$ cat config.mk
export PLATFORM = sky130hd
export DESIGN_NAME = idbm_decode
export DESIGN_NICKNAME = d
export VERILOG_FILES = /design/src/idbm_pkg.sv /design/src/idbm_decode.sv
export SDC_FILE = /design/constraint.sdc
export NUM_CORES = 1
export LEC_CHECK = 0
export BUFFER_PORTS_ARGS = -buffer_cell sky130_fd_sc_hd__buf_2
export CAP_MARGIN = 20
export CORE_AREA = 2 2 137 139
export CTS_CLUSTER_SIZE = 30
export DETAILED_ROUTE_END_ITERATION = 10
export DIE_AREA = 0 0 139 141
export GPL_ROUTABILITY_DRIVEN = 0
export SLEW_MARGIN = 10
export SYNTH_ARGS = -nofsm -noshare
export SYNTH_HDL_FRONTEND = slang
export SYNTH_SLANG_ARGS = --single-unit
export TNS_END_PERCENT = 30
$ cat constraint.sdc
create_clock -name i_sys_clk -period 4.5 [get_ports i_sys_clk]
set_input_delay 0.9 -clock i_sys_clk [delete_from_list [all_inputs] [get_ports i_sys_clk]]
set_output_delay 0.9 -clock i_sys_clk [all_outputs]
set_load 0.02 [all_outputs]
$ cat src/idbm_pkg.sv
// constants shared by the instruction decode and branch mux block
package idbm_pkg;
	timeunit 1ns;
	timeprecision 1ps;
	// apb register map (byte addresses)
	localparam int IDBM_ADDR_W = 12; // apb address width
	localparam logic [11:0] IDBM_REG_CTRL_OFS = 12'h000; // control, read/write
	localparam logic [11:0] IDBM_REG_IR_OFS = 12'h004; // instruction register copy, read only
	localparam logic [11:0] IDBM_REG_STAT_OFS = 12'h008; // decode and prefetch status, read only
	// control register fields
	localparam int IDBM_CTRL_EXP_EN_BIT = 0; // merge expansion branch code
	localparam logic [31:0] IDBM_CTRL_RST = 32'h0000_0001; // expansion merge on after reset
	// status register fields
	localparam int IDBM_STAT_UPPER_GRP_BIT = 0; // upper test group decode
	localparam int IDBM_STAT_T34_37_N_BIT = 1; // tests 37..34 decode, low true
	localparam int IDBM_STAT_PF_INSTR_BIT = 2; // prefetch instruction
	localparam int IDBM_STAT_PF_CYCLE_BIT = 3; // prefetch cycle
	localparam int IDBM_STAT_DECODE_LSB = 4; // eight low-true ir decodes start here
	// instruction register
	localparam int IDBM_IR_W = 16; // instruction register width
	localparam logic [15:0] IDBM_IR_RST = 16'h0000; // instruction register reset value
	localparam int IDBM_SMODE_LSB = 9; // source mode, bits 11:9
	localparam int IDBM_SRC_LSB = 6; // source register, bits 8:6
	localparam int IDBM_DMODE_LSB = 3; // destination mode, bits 5:3
	localparam int IDBM_DST_LSB = 0; // destination register, bits 2:0
	localparam int IDBM_OP_LSB = 12; // operation group, bits 14:12
	// branch test selection
	localparam int IDBM_BF_W = 5; // microbranch select field width (tests 00..37 octal)
	localparam int IDBM_NUM_TESTS = 32; // number of branch tests
	localparam int IDBM_CODE_W = 6; // branch code bits 5..0
	localparam logic [4:0] IDBM_TEST_NONE = 5'h00; // test 00 selects no branch
	localparam logic [4:0] IDBM_TEST_20 = 5'h10; // first test of the upper bit 0 group
	localparam logic [1:0] IDBM_UPPER_GRP = 2'h3; // tests 30..37 share field bits 4:3
	localparam logic [2:0] IDBM_T34_37 = 3'h7; // tests 34..37 share field bits 4:2
	// lowest test reaching each microaddress bit, bit 5 leftmost
	localparam logic [29:0] IDBM_MUX_BASE = {5'h1C, 5'h1C, 5'h18, 5'h18, 5'h10, 5'h10};
	// mode and register values
	localparam logic [2:0] IDBM_VAL_0 = 3'h0; // mode or register zero
	localparam logic [2:0] IDBM_VAL_1 = 3'h1; // mode one
	localparam logic [2:0] IDBM_VAL_2 = 3'h2; // mode two
	localparam logic [2:0] IDBM_VAL_3 = 3'h3; // mode three
	localparam logic [2:0] IDBM_VAL_5 = 3'h5; // single operand group 005x
	localparam logic [2:0] IDBM_VAL_6 = 3'h6; // mode six
	localparam logic [2:0] IDBM_VAL_7 = 3'h7; // mode seven, register 07
	localparam logic [9:0] IDBM_JUMP_OP = 10'h001; // jump, bits 15:6
	localparam logic [6:0] IDBM_SUBJ_OP = 7'h04; // subroutine jump, bits 15:9
	localparam logic [3:0] IDBM_MOVB_OP = 4'h9; // byte move, bits 15:12
endpackage : idbm_pkg

$ cat src/idbm_decode.sv
// instruction register, its partial decodes, prefetch qualifiers and branch test mux
// Functional notes
// - seven muxes: two on bit 0, five on 1-5
// - first dispatch test feeds every affected bit
// - bit1 16-input, bits2-3 8-input, upper 4-input
// - low-true decode of tests 37..34, test point
// - tests 30..37 decode enables muxes, flag clocks
// - bits 5..1 each one OR input
// - bit 0 split 37-20 and 17-00, no expansion
// - expansion code ORed into bits 5..1
// - 16-bit instruction register loads from d selector
// - all sixteen register bits exported
// - low source/destination fields drive register select
// - low-true decode of bits 14..12 zero
// - low-true source mode decodes 0,1,2,3,7
// - low-true decodes bits 8..6 equal 6, 0
// - low-true decode destination mode zero
// - low-true decode bits 2..0 equal 6
// - register clear held inactive permanently
// - prefetch cycle covers instruction plus jump cases
// - service requests inhibit prefetch cycle only through its instruction term
// - prefetch instruction for mode-zero operand forms
// - prefetch instruction suppressed by listed exceptions
// - prefetch instruction feeds status prefetch flag
module idbm_decode (
	input wire logic i_sys_clk,
	input wire logic i_rst_n,
	// apb slave
	input wire logic i_psel,
	input wire logic i_penable,
	input wire logic i_pwrite,
	input wire logic [idbm_pkg::IDBM_ADDR_W-1:0] i_paddr,
	input wire logic [31:0] i_pwdata,
	output logic [31:0] o_prdata,
	output logic o_pready,
	output logic o_pslverr,
	// microword and data path
	input wire logic [idbm_pkg::IDBM_BF_W-1:0] i_microbranch_select_field,
	input wire logic i_instr_reg_load_enable,
	input wire logic [idbm_pkg::IDBM_IR_W-1:0] i_d_selector,
	input wire logic [idbm_pkg::IDBM_NUM_TESTS-1:0][idbm_pkg::IDBM_CODE_W-1:0] i_test_codes,
	input wire logic [idbm_pkg::IDBM_CODE_W-1:1] i_exp_branch_code,
	// prefetch exception inputs
	input wire logic i_pc_changing,
	input wire logic i_bus_request,
	input wire logic i_power_fail,
	input wire logic i_console_halt,
	input wire logic i_trace_bit,
	// branch code to the next-address gate
	output logic [idbm_pkg::IDBM_CODE_W-1:1] o_basic_branch_code,
	output logic o_branch_code0_upper,
	output logic o_branch_code0_lower,
	output logic o_upper_test_group_decode,
	output logic o_tests_37_34_n,
	// instruction register and decodes
	output logic [idbm_pkg::IDBM_IR_W-1:0] o_instruction_register,
	output logic [2:0] o_src_reg_select,
	output logic [2:0] o_dst_reg_select,
	output logic o_ir_14_12_zero_n,
	output logic [4:0] o_source_mode_field_n,
	output logic o_ir_8_6_eq6_n,
	output logic o_ir_8_6_zero_n,
	output logic o_dest_mode_field_zero_n,
	output logic o_ir_2_0_eq6_n,
	output logic o_prefetch_cycle,
	output logic o_prefetch_instruction
);
	timeunit 1ns;
	timeprecision 1ps;
	import idbm_pkg::*;

	logic rst_meta_q; // first reset stage, read only by the second
	logic rst_sync_q; // released reset used everywhere else
	logic [15:0] ir_q; // instruction register
	logic [15:0] ir_d; // its next value
	logic [31:0] ctrl_q; // control register
	logic exp_en; // expansion merge enable
	logic upper_grp; // tests 30..37 selected
	logic t34_37; // tests 34..37 selected
	logic [5:0] code_sel; // selected code per microaddress bit
	logic code0_lower; // bit 0 code for tests 17..01
	logic [5:0] exp_code; // expansion code aligned to microaddress bits, bit 0 unused
	logic [2:0] smode_d; // next source mode
	logic [2:0] dmode_d; // next destination mode
	logic [2:0] src_d; // next source register field
	logic [2:0] dst_d; // next destination register field
	logic single_op; // single operand group
	logic double_op; // double operand group
	logic jump_like; // jump or subroutine jump
	logic pf_instr; // prefetch instruction, combinational
	logic pf_cycle; // prefetch cycle, combinational
	logic apb_access; // access phase with no answer yet
	logic apb_hit; // address decodes to a register
	logic [31:0] rd_mux; // read data for the current address
	logic [7:0] decodes_n; // registered low-true decodes for status readback

	// two-stage reset release
	always_ff @(posedge i_sys_clk or negedge i_rst_n) begin
		if (!i_rst_n) begin
			rst_meta_q <= 1'b0;
			rst_sync_q <= 1'b0;
		end else begin
			rst_meta_q <= 1'b1;
			rst_sync_q <= rst_meta_q;
		end
	end

	// next instruction register value, loaded only on the microword strobe
	always_comb begin
		ir_d = ir_q;
		if (i_instr_reg_load_enable) begin
			ir_d = i_d_selector;
		end
	end

	// instruction register; its clear input is held inactive, so only reset clears it
	always_ff @(posedge i_sys_clk or negedge rst_sync_q) begin
		if (!rst_sync_q) begin
			ir_q <= IDBM_IR_RST;
		end else begin
			ir_q <= ir_d;
		end
	end

	// field extraction from the next value keeps decodes aligned with the register
	always_comb begin
		smode_d = ir_d[IDBM_SMODE_LSB +: 3];
		dmode_d = ir_d[IDBM_DMODE_LSB +: 3];
		src_d = ir_d[IDBM_SRC_LSB +: 3];
		dst_d = ir_d[IDBM_DST_LSB +: 3];
	end

	// instruction class recognition for the prefetch terms
	always_comb begin
		double_op = (ir_d[IDBM_OP_LSB +: 3] != IDBM_VAL_0) && (ir_d[IDBM_OP_LSB +: 3] != IDBM_VAL_7);
		single_op = (ir_d[IDBM_OP_LSB +: 3] == IDBM_VAL_0) && (smode_d == IDBM_VAL_0)
			&& ((src_d == IDBM_VAL_5) || (src_d == IDBM_VAL_6));
		jump_like = (ir_d[15:6] == IDBM_JUMP_OP) || (ir_d[15:9] == IDBM_SUBJ_OP);
	end

	// prefetch qualifiers
	always_comb begin
		pf_instr = (single_op && (dmode_d == IDBM_VAL_0))
			|| (double_op && (smode_d == IDBM_VAL_0) && (dmode_d == IDBM_VAL_0));
		// any exception vetoes the instruction overlap
		if ((dst_d == IDBM_VAL_7) || i_pc_changing || i_bus_request || i_power_fail
			|| i_console_halt || i_trace_bit || (ir_d[15:12] == IDBM_MOVB_OP)) begin
			pf_instr = 1'b0;
		end
		// service requests are deliberately absent from the extra cycle terms
		pf_cycle = pf_instr
			|| (jump_like && (dmode_d >= IDBM_VAL_6))
			|| (double_op && (smode_d == IDBM_VAL_0) && (dmode_d >= IDBM_VAL_6))
			|| (double_op && (smode_d >= IDBM_VAL_6));
	end

	// decodes, register selects and prefetch outputs, all from flops
	always_ff @(posedge i_sys_clk or negedge rst_sync_q) begin
		if (!rst_sync_q) begin
			o_instruction_register <= IDBM_IR_RST;
			o_src_reg_select <= IDBM_VAL_0;
			o_dst_reg_select <= IDBM_VAL_0;
			o_ir_14_12_zero_n <= 1'b1;
			o_source_mode_field_n <= 5'h1F;
			o_ir_8_6_eq6_n <= 1'b1;
			o_ir_8_6_zero_n <= 1'b1;
			o_dest_mode_field_zero_n <= 1'b1;
			o_ir_2_0_eq6_n <= 1'b1;
			o_prefetch_cycle <= 1'b0;
			o_prefetch_instruction <= 1'b0;
		end else begin
			o_instruction_register <= ir_d;
			o_src_reg_select <= src_d;
			o_dst_reg_select <= dst_d;
			o_ir_14_12_zero_n <= ~(ir_d[IDBM_OP_LSB +: 3] == IDBM_VAL_0);
			// index 0..4: mode 0, 1, 2, 3, 7
			o_source_mode_field_n <= ~{smode_d == IDBM_VAL_7, smode_d == IDBM_VAL_3,
				smode_d == IDBM_VAL_2, smode_d == IDBM_VAL_1, smode_d == IDBM_VAL_0};
			o_ir_8_6_eq6_n <= ~(src_d == IDBM_VAL_6);
			o_ir_8_6_zero_n <= ~(src_d == IDBM_VAL_0);
			o_dest_mode_field_zero_n <= ~(dmode_d == IDBM_VAL_0);
			o_ir_2_0_eq6_n <= ~(dst_d == IDBM_VAL_6);
			o_prefetch_cycle <= pf_cycle;
			o_prefetch_instruction <= pf_instr;
		end
	end

	// branch field group decodes
	always_comb begin
		upper_grp = (i_microbranch_select_field[4:3] == IDBM_UPPER_GRP);
		t34_37 = (i_microbranch_select_field[4:2] == IDBM_T34_37);
		exp_en = ctrl_q[IDBM_CTRL_EXP_EN_BIT];
		// bit 0 slot stays zero so no constant index falls outside the expansion port
		exp_code = {i_exp_branch_code, 1'b0};
	end

	// one mux per microaddress bit; its reach is the span of tests touching that bit
	genvar gb;
	generate
		for (gb = 0; gb < IDBM_CODE_W; gb++) begin : g_bit
			always_comb begin
				code_sel[gb] = 1'b0;
				// bits 2..5 only see the upper group, which enables their muxes
				if ((i_microbranch_select_field >= IDBM_MUX_BASE[gb*5 +: 5])
					&& ((gb < 2) || upper_grp)) begin
					code_sel[gb] = i_test_codes[i_microbranch_select_field][gb];
				end
				// expansion code joins bits 5..1 whenever a test is called
				if ((gb > 0) && exp_en && (i_microbranch_select_field != IDBM_TEST_NONE)) begin
					code_sel[gb] = code_sel[gb] | exp_code[gb];
				end
			end
		end
	endgenerate

	// second bit 0 mux for the low tests; test 00 means no branch
	always_comb begin
		code0_lower = 1'b0;
		if ((i_microbranch_select_field < IDBM_TEST_20)
			&& (i_microbranch_select_field != IDBM_TEST_NONE)) begin
			code0_lower = i_test_codes[i_microbranch_select_field][0];
		end
	end

	// branch code outputs registered for the next-address gate
	always_ff @(posedge i_sys_clk or negedge rst_sync_q) begin
		if (!rst_sync_q) begin
			o_basic_branch_code <= 5'h00;
			o_branch_code0_upper <= 1'b0;
			o_branch_code0_lower <= 1'b0;
			o_upper_test_group_decode <= 1'b0;
			o_tests_37_34_n <= 1'b1;
		end else begin
			o_basic_branch_code <= code_sel[5:1];
			o_branch_code0_upper <= code_sel[0];
			o_branch_code0_lower <= code0_lower;
			o_upper_test_group_decode <= upper_grp;
			o_tests_37_34_n <= ~t34_37;
		end
	end

	// status copy of eight low-true decodes; bits 14..12 zero and source mode 7 are not copied
	always_comb begin
		decodes_n = {o_ir_2_0_eq6_n, o_dest_mode_field_zero_n, o_ir_8_6_zero_n, o_ir_8_6_eq6_n,
			o_source_mode_field_n[3:0]};
	end

	// apb: one wait state, every access answered on its second access cycle
	always_comb begin
		apb_access = i_psel && i_penable && !o_pready;
		apb_hit = (i_paddr == IDBM_REG_CTRL_OFS) || (i_paddr == IDBM_REG_IR_OFS)
			|| (i_paddr == IDBM_REG_STAT_OFS);
		rd_mux = 32'h0000_0000;
		// address decode
		if (i_paddr == IDBM_REG_CTRL_OFS) begin
			rd_mux = ctrl_q;
		end else if (i_paddr == IDBM_REG_IR_OFS) begin
			rd_mux = {16'h0000, o_instruction_register};
		end else if (i_paddr == IDBM_REG_STAT_OFS) begin
			rd_mux[IDBM_STAT_UPPER_GRP_BIT] = o_upper_test_group_decode;
			rd_mux[IDBM_STAT_T34_37_N_BIT] = o_tests_37_34_n;
			rd_mux[IDBM_STAT_PF_INSTR_BIT] = o_prefetch_instruction;
			rd_mux[IDBM_STAT_PF_CYCLE_BIT] = o_prefetch_cycle;
			rd_mux[IDBM_STAT_DECODE_LSB +: 8] = decodes_n;
		end
	end

	// control register; read-only and unmapped writes are dropped
	always_ff @(posedge i_sys_clk or negedge rst_sync_q) begin
		if (!rst_sync_q) begin
			ctrl_q <= IDBM_CTRL_RST;
		end else if (apb_access && i_pwrite && (i_paddr == IDBM_REG_CTRL_OFS)) begin
			ctrl_q <= {31'h0000_0000, i_pwdata[IDBM_CTRL_EXP_EN_BIT]};
		end
	end

	// apb answer flops
	always_ff @(posedge i_sys_clk or negedge rst_sync_q) begin
		if (!rst_sync_q) begin
			o_pready <= 1'b0;
			o_pslverr <= 1'b0;
			o_prdata <= 32'h0000_0000;
		end else begin
			o_pready <= apb_access;
			o_pslverr <= apb_access && !apb_hit;
			o_prdata <= (apb_access && !i_pwrite) ? rd_mux : 32'h0000_0000;
		end
	end

	// checks
	AST_IR_LOAD: assert property (@(posedge i_sys_clk) disable iff (!rst_sync_q)
		i_instr_reg_load_enable |=> (o_instruction_register == $past(i_d_selector)))
		else $error("instruction register did not take d selector");
	AST_IR_HOLD: assert property (@(posedge i_sys_clk) disable iff (!rst_sync_q)
		!i_instr_reg_load_enable |=> $stable(o_instruction_register))
		else $error("instruction register changed without load");
	AST_NO_TEST: assert property (@(posedge i_sys_clk) disable iff (!rst_sync_q)
		(i_microbranch_select_field == IDBM_TEST_NONE) |=> ((o_basic_branch_code == 5'h00)
		&& !o_branch_code0_upper && !o_branch_code0_lower))
		else $error("branch code active with no test");
	AST_T34: assert property (@(posedge i_sys_clk) disable iff (!rst_sync_q)
		(i_microbranch_select_field[4:2] == IDBM_T34_37) |=> !o_tests_37_34_n)
		else $error("tests 37..34 decode missing");
	AST_GRP: assert property (@(posedge i_sys_clk) disable iff (!rst_sync_q)
		!upper_grp && !(exp_en && (i_exp_branch_code[5:2] != 4'h0))
		|=> (!o_upper_test_group_decode && (o_basic_branch_code[5:2] == 4'h0)))
		else $error("upper mux active outside tests 30..37");
	AST_BIT0_SPLIT: assert property (@(posedge i_sys_clk) disable iff (!rst_sync_q)
		##1 !(o_branch_code0_upper && o_branch_code0_lower))
		else $error("both bit 0 codes active together");
	AST_DISPATCH: assert property (@(posedge i_sys_clk) disable iff (!rst_sync_q)
		(i_microbranch_select_field == 5'h1F) && !exp_en |=> ({o_basic_branch_code,
		o_branch_code0_upper} == $past(i_test_codes[31])))
		else $error("first dispatch code not passed on all bits");
	AST_PF_SUPP: assert property (@(posedge i_sys_clk) disable iff (!rst_sync_q)
		(i_bus_request || i_power_fail || i_console_halt || i_trace_bit || i_pc_changing)
		|=> !o_prefetch_instruction)
		else $error("prefetch instruction during exception");
	AST_PF_CYC: assert property (@(posedge i_sys_clk) disable iff (!rst_sync_q)
		o_prefetch_instruction |-> o_prefetch_cycle)
		else $error("prefetch cycle missing with prefetch instruction");
	AST_DM0: assert property (@(posedge i_sys_clk) disable iff (!rst_sync_q)
		rst_sync_q |=> (o_dest_mode_field_zero_n == (o_instruction_register[5:3] != IDBM_VAL_0)))
		else $error("destination mode zero decode wrong");
	// decode and veto checks that the bench stimulus reaches
	AST_BIT0_UPPER_ONLY: assert property (@(posedge i_sys_clk) disable iff (!rst_sync_q)
		(i_microbranch_select_field < IDBM_TEST_20) |=> !o_branch_code0_upper)
		else $error("upper bit 0 code active for a low test");
	AST_REG_SEL: assert property (@(posedge i_sys_clk) disable iff (!rst_sync_q)
		i_instr_reg_load_enable |=> ((o_src_reg_select == $past(i_d_selector[8:6]))
		&& (o_dst_reg_select == $past(i_d_selector[2:0]))))
		else $error("register select fields do not follow the load");
	AST_PF_MOVB: assert property (@(posedge i_sys_clk) disable iff (!rst_sync_q)
		(ir_d[15:12] == IDBM_MOVB_OP) |=> !o_prefetch_instruction)
		else $error("prefetch instruction for a byte move");
	AST_GRP_SET: assert property (@(posedge i_sys_clk) disable iff (!rst_sync_q)
		upper_grp |=> o_upper_test_group_decode)
		else $error("upper test group decode missing");
endmodule : idbm_decode

* Word level (Yosys, flattened, before mapping)
Cells that the tools add are included.
** Word-level totals
- Flip-flop bits (word level) :: 80
- Output and inout bits :: 77
- Logic and storage cells :: 121
** Cells by class
- Magnitude comparators :: 7
- Equality and inequality tests :: 16
- Muxes and demuxes :: 21
- Bitwise logic cells :: 12
- Reduce and logical (&&, ||, !) cells :: 43
** Operators by type and width (count)
- 32-bit 2-to-1 mux :: 2
- 6-bit binary-select mux with 5-bit select :: 1
- 12-bit 2-to-1 mux :: 2
- 1-bit logical AND :: 19
- 3-bit equality test (second input constant) :: 6
- 16-bit 2-to-1 mux :: 1
- 5-bit >= comparator (second input constant) :: 3
- 1-bit logical OR :: 14
- 1-bit 2-to-1 mux :: 13
- 12-bit by 3-bit equality test with 1-bit output (second input constant) :: 1
- 12-bit by 4-bit equality test with 1-bit output (second input constant) :: 1
- 12-bit zero test :: 1
- 3-bit zero test :: 4
- 10-bit by 1-bit equality test with 1-bit output (second input constant) :: 1
- 7-bit by 3-bit equality test with 1-bit output (second input constant) :: 1
- 3-bit by 2-bit equality test with 1-bit output (second input constant) :: 2
- 3-bit >= comparator (second input constant) :: 2
- 5-bit by 6-bit < comparator with 1-bit output (second input constant) :: 1
- 6-bit 2-to-1 mux :: 1
- 1-bit inverter :: 6
- 5-bit < comparator (second input constant) :: 1
- 5-bit inverter :: 1
- 1-bit OR :: 5
- 5-bit nonzero test :: 1
- 7 further kinds :: 9

* Longest topological paths before layout
- Word-level depth :: 12
- Mapped depth :: 7
- Gate-level depth less buffers :: 5

* Worst setup path before layout
OpenSTA, ideal clock, no wires.
- Path type :: input-to-reg
- Start :: input port i_microbranch_select_field[0] in the netlist's numbering
- End :: register o_basic_branch_code[2] in the netlist's numbering
- Library setup time :: 130 ps
- Arrival :: 2215 ps
- Required time :: 4370 ps
- Path slack :: 2155 ps
- Stages :: 5
- Buffers on the path :: 2
- Cell sequence :: buf_2 > buf_2 > mux4_2 > mux2i_1 > o22ai_1
** Between the ends
- Word-level cells in the longest chain between the ends :: 5
- Elaborated cells on any way between the ends :: 9
- Classes of those cells :: 1 x order compare; 4 x mux; 1 x bitwise; 3 x reduce/logical
** RTL lines
- start: declaration :: RTL line idbm_decode.sv:38 : input wire logic [idbm_pkg::IDBM_BF_W-1:0] i_microbranch_select_field,
- 6-bit binary-select mux with 5-bit select or 5-bit >= comparator (tied branches) :: RTL line idbm_decode.sv:206, idbm_decode.sv:204
- 6-bit 2-to-1 mux or 1-bit logical AND (tied branches)
- 1-bit 2-to-1 mux :: RTL line idbm_decode.sv:204 : if ((i_microbranch_select_field >= IDBM_MUX_BASE[gb*5 +: 5])
- 1-bit OR :: RTL line idbm_decode.sv:210 : code_sel[gb] = code_sel[gb] | exp_code[gb];
- 1-bit 2-to-1 mux * :: RTL line idbm_decode.sv:209 : if ((gb > 0) && exp_en && (i_microbranch_select_field != IDBM_TEST_NONE)) begin
- via code_sel[2] :: RTL line idbm_decode.sv:80 : logic [5:0] code_sel;
- end signal: assignment :: RTL line idbm_decode.sv:234 : o_basic_branch_code <= code_sel[5:1];
- end: declaration :: RTL line idbm_decode.sv:50 : output logic [idbm_pkg::IDBM_CODE_W-1:1] o_basic_branch_code,
The timed path passes the listed nets; every way through them passes the cells marked *. The select of a mux whose other input is x is not followed.
A chain may end at the register's enable or synchronous reset.

* Worst setup path in the final report
- Start :: input port i_instr_reg_load_enable
- End :: register o_prefetch_instruction
** Between the ends
- Word-level cells in the longest chain between the ends :: 9
- Elaborated cells on any way between the ends :: 25
- Classes of those cells :: 5 x eq/ne; 2 x mux; 18 x reduce/logical
** RTL lines
- start: declaration :: RTL line idbm_decode.sv:39 : input wire logic i_instr_reg_load_enable,
- 16-bit 2-to-1 mux * :: RTL line idbm_decode.sv:111 : if (i_instr_reg_load_enable) begin
- 3-bit equality test :: RTL line idbm_decode.sv:146 : if ((dst_d == IDBM_VAL_7) || i_pc_changing || i_bus_request || i_power_fail
- 1-bit logical OR (3 in a row) :: RTL line idbm_decode.sv:146
- 1-bit logical OR (3 in a row) :: RTL line idbm_decode.sv:147 : || i_console_halt || i_trace_bit || (ir_d[15:12] == IDBM_MOVB_OP)) begin
- 1-bit 2-to-1 mux * :: RTL line idbm_decode.sv:146
- via pf_instr :: RTL line idbm_decode.sv:90 : logic pf_instr;
- end signal: assignment :: RTL line idbm_decode.sv:184 : o_prefetch_instruction <= pf_instr;
- end: declaration :: RTL line idbm_decode.sv:66 : output logic o_prefetch_instruction
The timed path passes the listed nets; every way through them passes the cells marked *.

==> run metrics <==
Distinct cells, synth 48; Reg clk slew, reported paths 0.05 ns; setup violators final 0; crit end category flip-flop; met3 wire len ~940 um; Post-DRT Antenna Nets 0; Root Buffer clkbuf_16; vias in the first global route 2827; sum of routed wire segments on met1 3.85 mm; nets@finish between 600 and 700; DP Area between 0.004 and 0.005 mm2; CTS tree built; Final Hold Violating Endpoints 0; Final Max Tran Viols 0; core area roughly 0.018 mm2; peak supply drop 0.187 mV; Int Pwr 1.13 mW; Setup Fix Bufs, Post-CTS 0; post_cts resized 0; WL met2 approximately 4.7 mm; Max Fclk roughly 400 MHz; proportion of netlist area held by the largest area contributor 37.6%; Yosys Warn Count 0; first-pass GRT wire length between 10 and 15 mm; P&R area growth vs syn 44.6%; initial DRC count 60; #FFs+latches synth 58; Die ar. roughly 0.02 mm2; Yosys top cell by area dfrtp_1; diode count 0; R2R depth 4; Core Rows 50; Seq/Total Area, Yosys between 40% and 50%; fin crit period 2.52 ns; worst setup margin 1.98 ns; Total Routing Usage GR 10.0%; Die Span X 139 um; crit-path max FO 36; Residual DRC 0; Worst slew margin 50.8%; layout cells sized above 1 57.4%; final wirelength just under 10 mm; worst reg2reg path endpoint o_prefetch_instruction; min-delay worst type in -> async; Setup Skew 0.00545 ns; number of synthesized flops with an enable pin 0; Synth Area in Adders 0%; drt via density 4.07; IO Pins 350; Switching Share 27.1%; mapped cell area 0.00306 mm2; syn avg cell area approximately 12 um2; setup TNS 0 ns; Synth area leaders dfrtp_1 38%, mux4_2 13%, dfstp_2 10%, buf_4 5.4%, mux2_2 4.4%; Setup WS pre-CTS 1.65 ns; sequential share of power 37.7%; Via Count about 2700; Final Instance Area 0.00443 mm2; most instantiated cells after synthesis 46 x dfrtp_1, 22 x buf_4, 18 x mux4_2, 14 x nand2_1; Psw 420 uW; WS Path Type in -> reg; final period utilization a little under three fifths; CTS sink count 58; clock tree buffer depth 2; Reg2Reg Setup Slack 2.71 ns; Hold Buf Count CTS 0; status finished clean; Compound-Gate Fraction of Synth Area 9.85%; Placed Instances 649; Final Power 1.55 mW; Worst Setup EP o_prefetch_instruction; area share of xor/xnor cells in the synthesized design less than 1%; Post-Syn Instances 248; Pwr Density 350 mW/mm2; Port-buffer cells roughly 180; clock group share of total power 44.9%; CP Launch Point i_instr_reg_load_enable; Max Cap Viol 0; Comb pwr share 17.5%; launch point of the worst reg-to-reg path o_instruction_register[5]; starting density of the core 16.8%; H-tree depth 3; ys async rst share 100%; CTS buffer count 9; Chip Height around 140 um; largest family of logic cells by synthesized area multiplexers; DP Wirelength 7.57 mm; largest net degree at the start of global routing 57; DRT Pass-1 Iters 4; most frequent cell after synthesis dfrtp_1; leakage power figure 2.16 nW; Fill cells 1974; Routed WL per cell roughly 15 um; Least-Margin Pin Slew 0.738 ns; mux cell area share after synthesis 20.6%; total grt overflow 0; WP data required 4.74 ns; unrepaired setup endpoints after global routing false; CP arrival 2.76 ns; crit start category primary input; antenna violations before repair 0; DR top layer met4; clock latency on the worst-skew pair 0.33 ns; Layout Cells excl Fill roughly 660; post-synthesis simple-gate area fraction 12.2%; Main synth FF type dfrtp_1
[power by group through the flow]
stage / sequential (mW) / clock, mW / combinational, mW
finish: 0.583 / 0.695 / 0.270
global route: 0.587 / 0.747 / 0.296
CTS: 0.584 / 0.721 / 0.274
detailed placement: 0.592 / 0 / 0.274
global placement: 0.592 / 0 / 0.270
floorplan: 0.627 / 0 / 0.134
[cells in the final DEF, fill, tap and decap left out, drive strengths merged, types with 2 or more instances in the layout]
cell / synthesis / routed
a21oi: 3 / 3
inv: 11 / 11
nor2: 8 / 8
nand2: 14 / 14
o21ai: 6 / 6
nor4b: 4 / 4
a22o: 11 / 11
nor2b: 3 / 3
conb: 2 / 17
o22ai: 4 / 4
clkbuf: 3 / 12
clkinv: 0 / 2
nand3: 7 / 7
dfrtp: 46 / 46
or4b: 2 / 2
or4: 4 / 4
a2111o: 2 / 2
mux2i: 9 / 9
nor4: 7 / 7
mux4: 18 / 18
nand2b: 5 / 5
mux2: 12 / 12
and2: 5 / 5
nand3b: 2 / 2
a211oi: 2 / 2
dfstp: 12 / 12
xnor2: 2 / 2
buf: 30 / 185
o211ai: 2 / 2
[stage by stage]
step           util, %  hold slack [ns]
3_5_place_dp      22.6            0.335
3_3_place_gp      22.6            0.334
2_1_floorplan        -            0.331
5_1_grt           24.2            0.329
6_report          24.2            0.345
4_1_cts           24.2            0.328
[flip-flops by register name, summed over array words and instances, names as in the netlist, 2 cells and up]
name,count
o_source_mode_field_n,5
o_basic_branch_code,5
o_prdata,16
o_dst_reg_select,2
o_src_reg_select,2
o_instruction_register,12
[cell type report]
cell class | count | area, um2 | area share (%)
Multi-Input combinational cell | 161 | 1390 | 31.5
Clock buffer | 12 | 256 | 5.80
Tap cell | 234 | 293 | 6.62
Timing Repair Buffer | 185 | 933 | 21.1
Inverter | 11 | 41.3 | 0.933
Sequential cell | 58 | 1470 | 33.2
Clock inverter | 3 | 40.0 | 0.905
[critical path, stage by stage]
cell	delay, ns
buf_2	0.53
or4b_1	0.53
a32o_1	0.23
a2111o_1	0.38
nor2_1	0.17
[how the worst min path moves through the flow]
stage | slack [ns] | to
floorplan | 0.33 | rst_sync_q
CTS | 0.33 | rst_meta_q
global placement | 0.33 | rst_sync_q
global route | 0.33 | rst_meta_q
finish | 0.35 | rst_meta_q
detailed placement | 0.34 | rst_sync_q
[cells by family after synthesis]
family	Yosys count
xor+xnor	2
flops	58
compound gates	39
simple gates	64
mux	39
buf+inv	44
other cells	2
[per-layer routing]
| layer | GRT usage [%] | up-vias |
|---|---|---|
| met2 | 17.8 | 167 |
| met5 | 0 | - |
| met1 | 11.2 | 1280 |
| met4 | 2.60 | 0 |
| met3 | 4.25 | 11 |
| li1 | - | 1243 |
No activity file was read; power rests on OpenSTA's default activity.
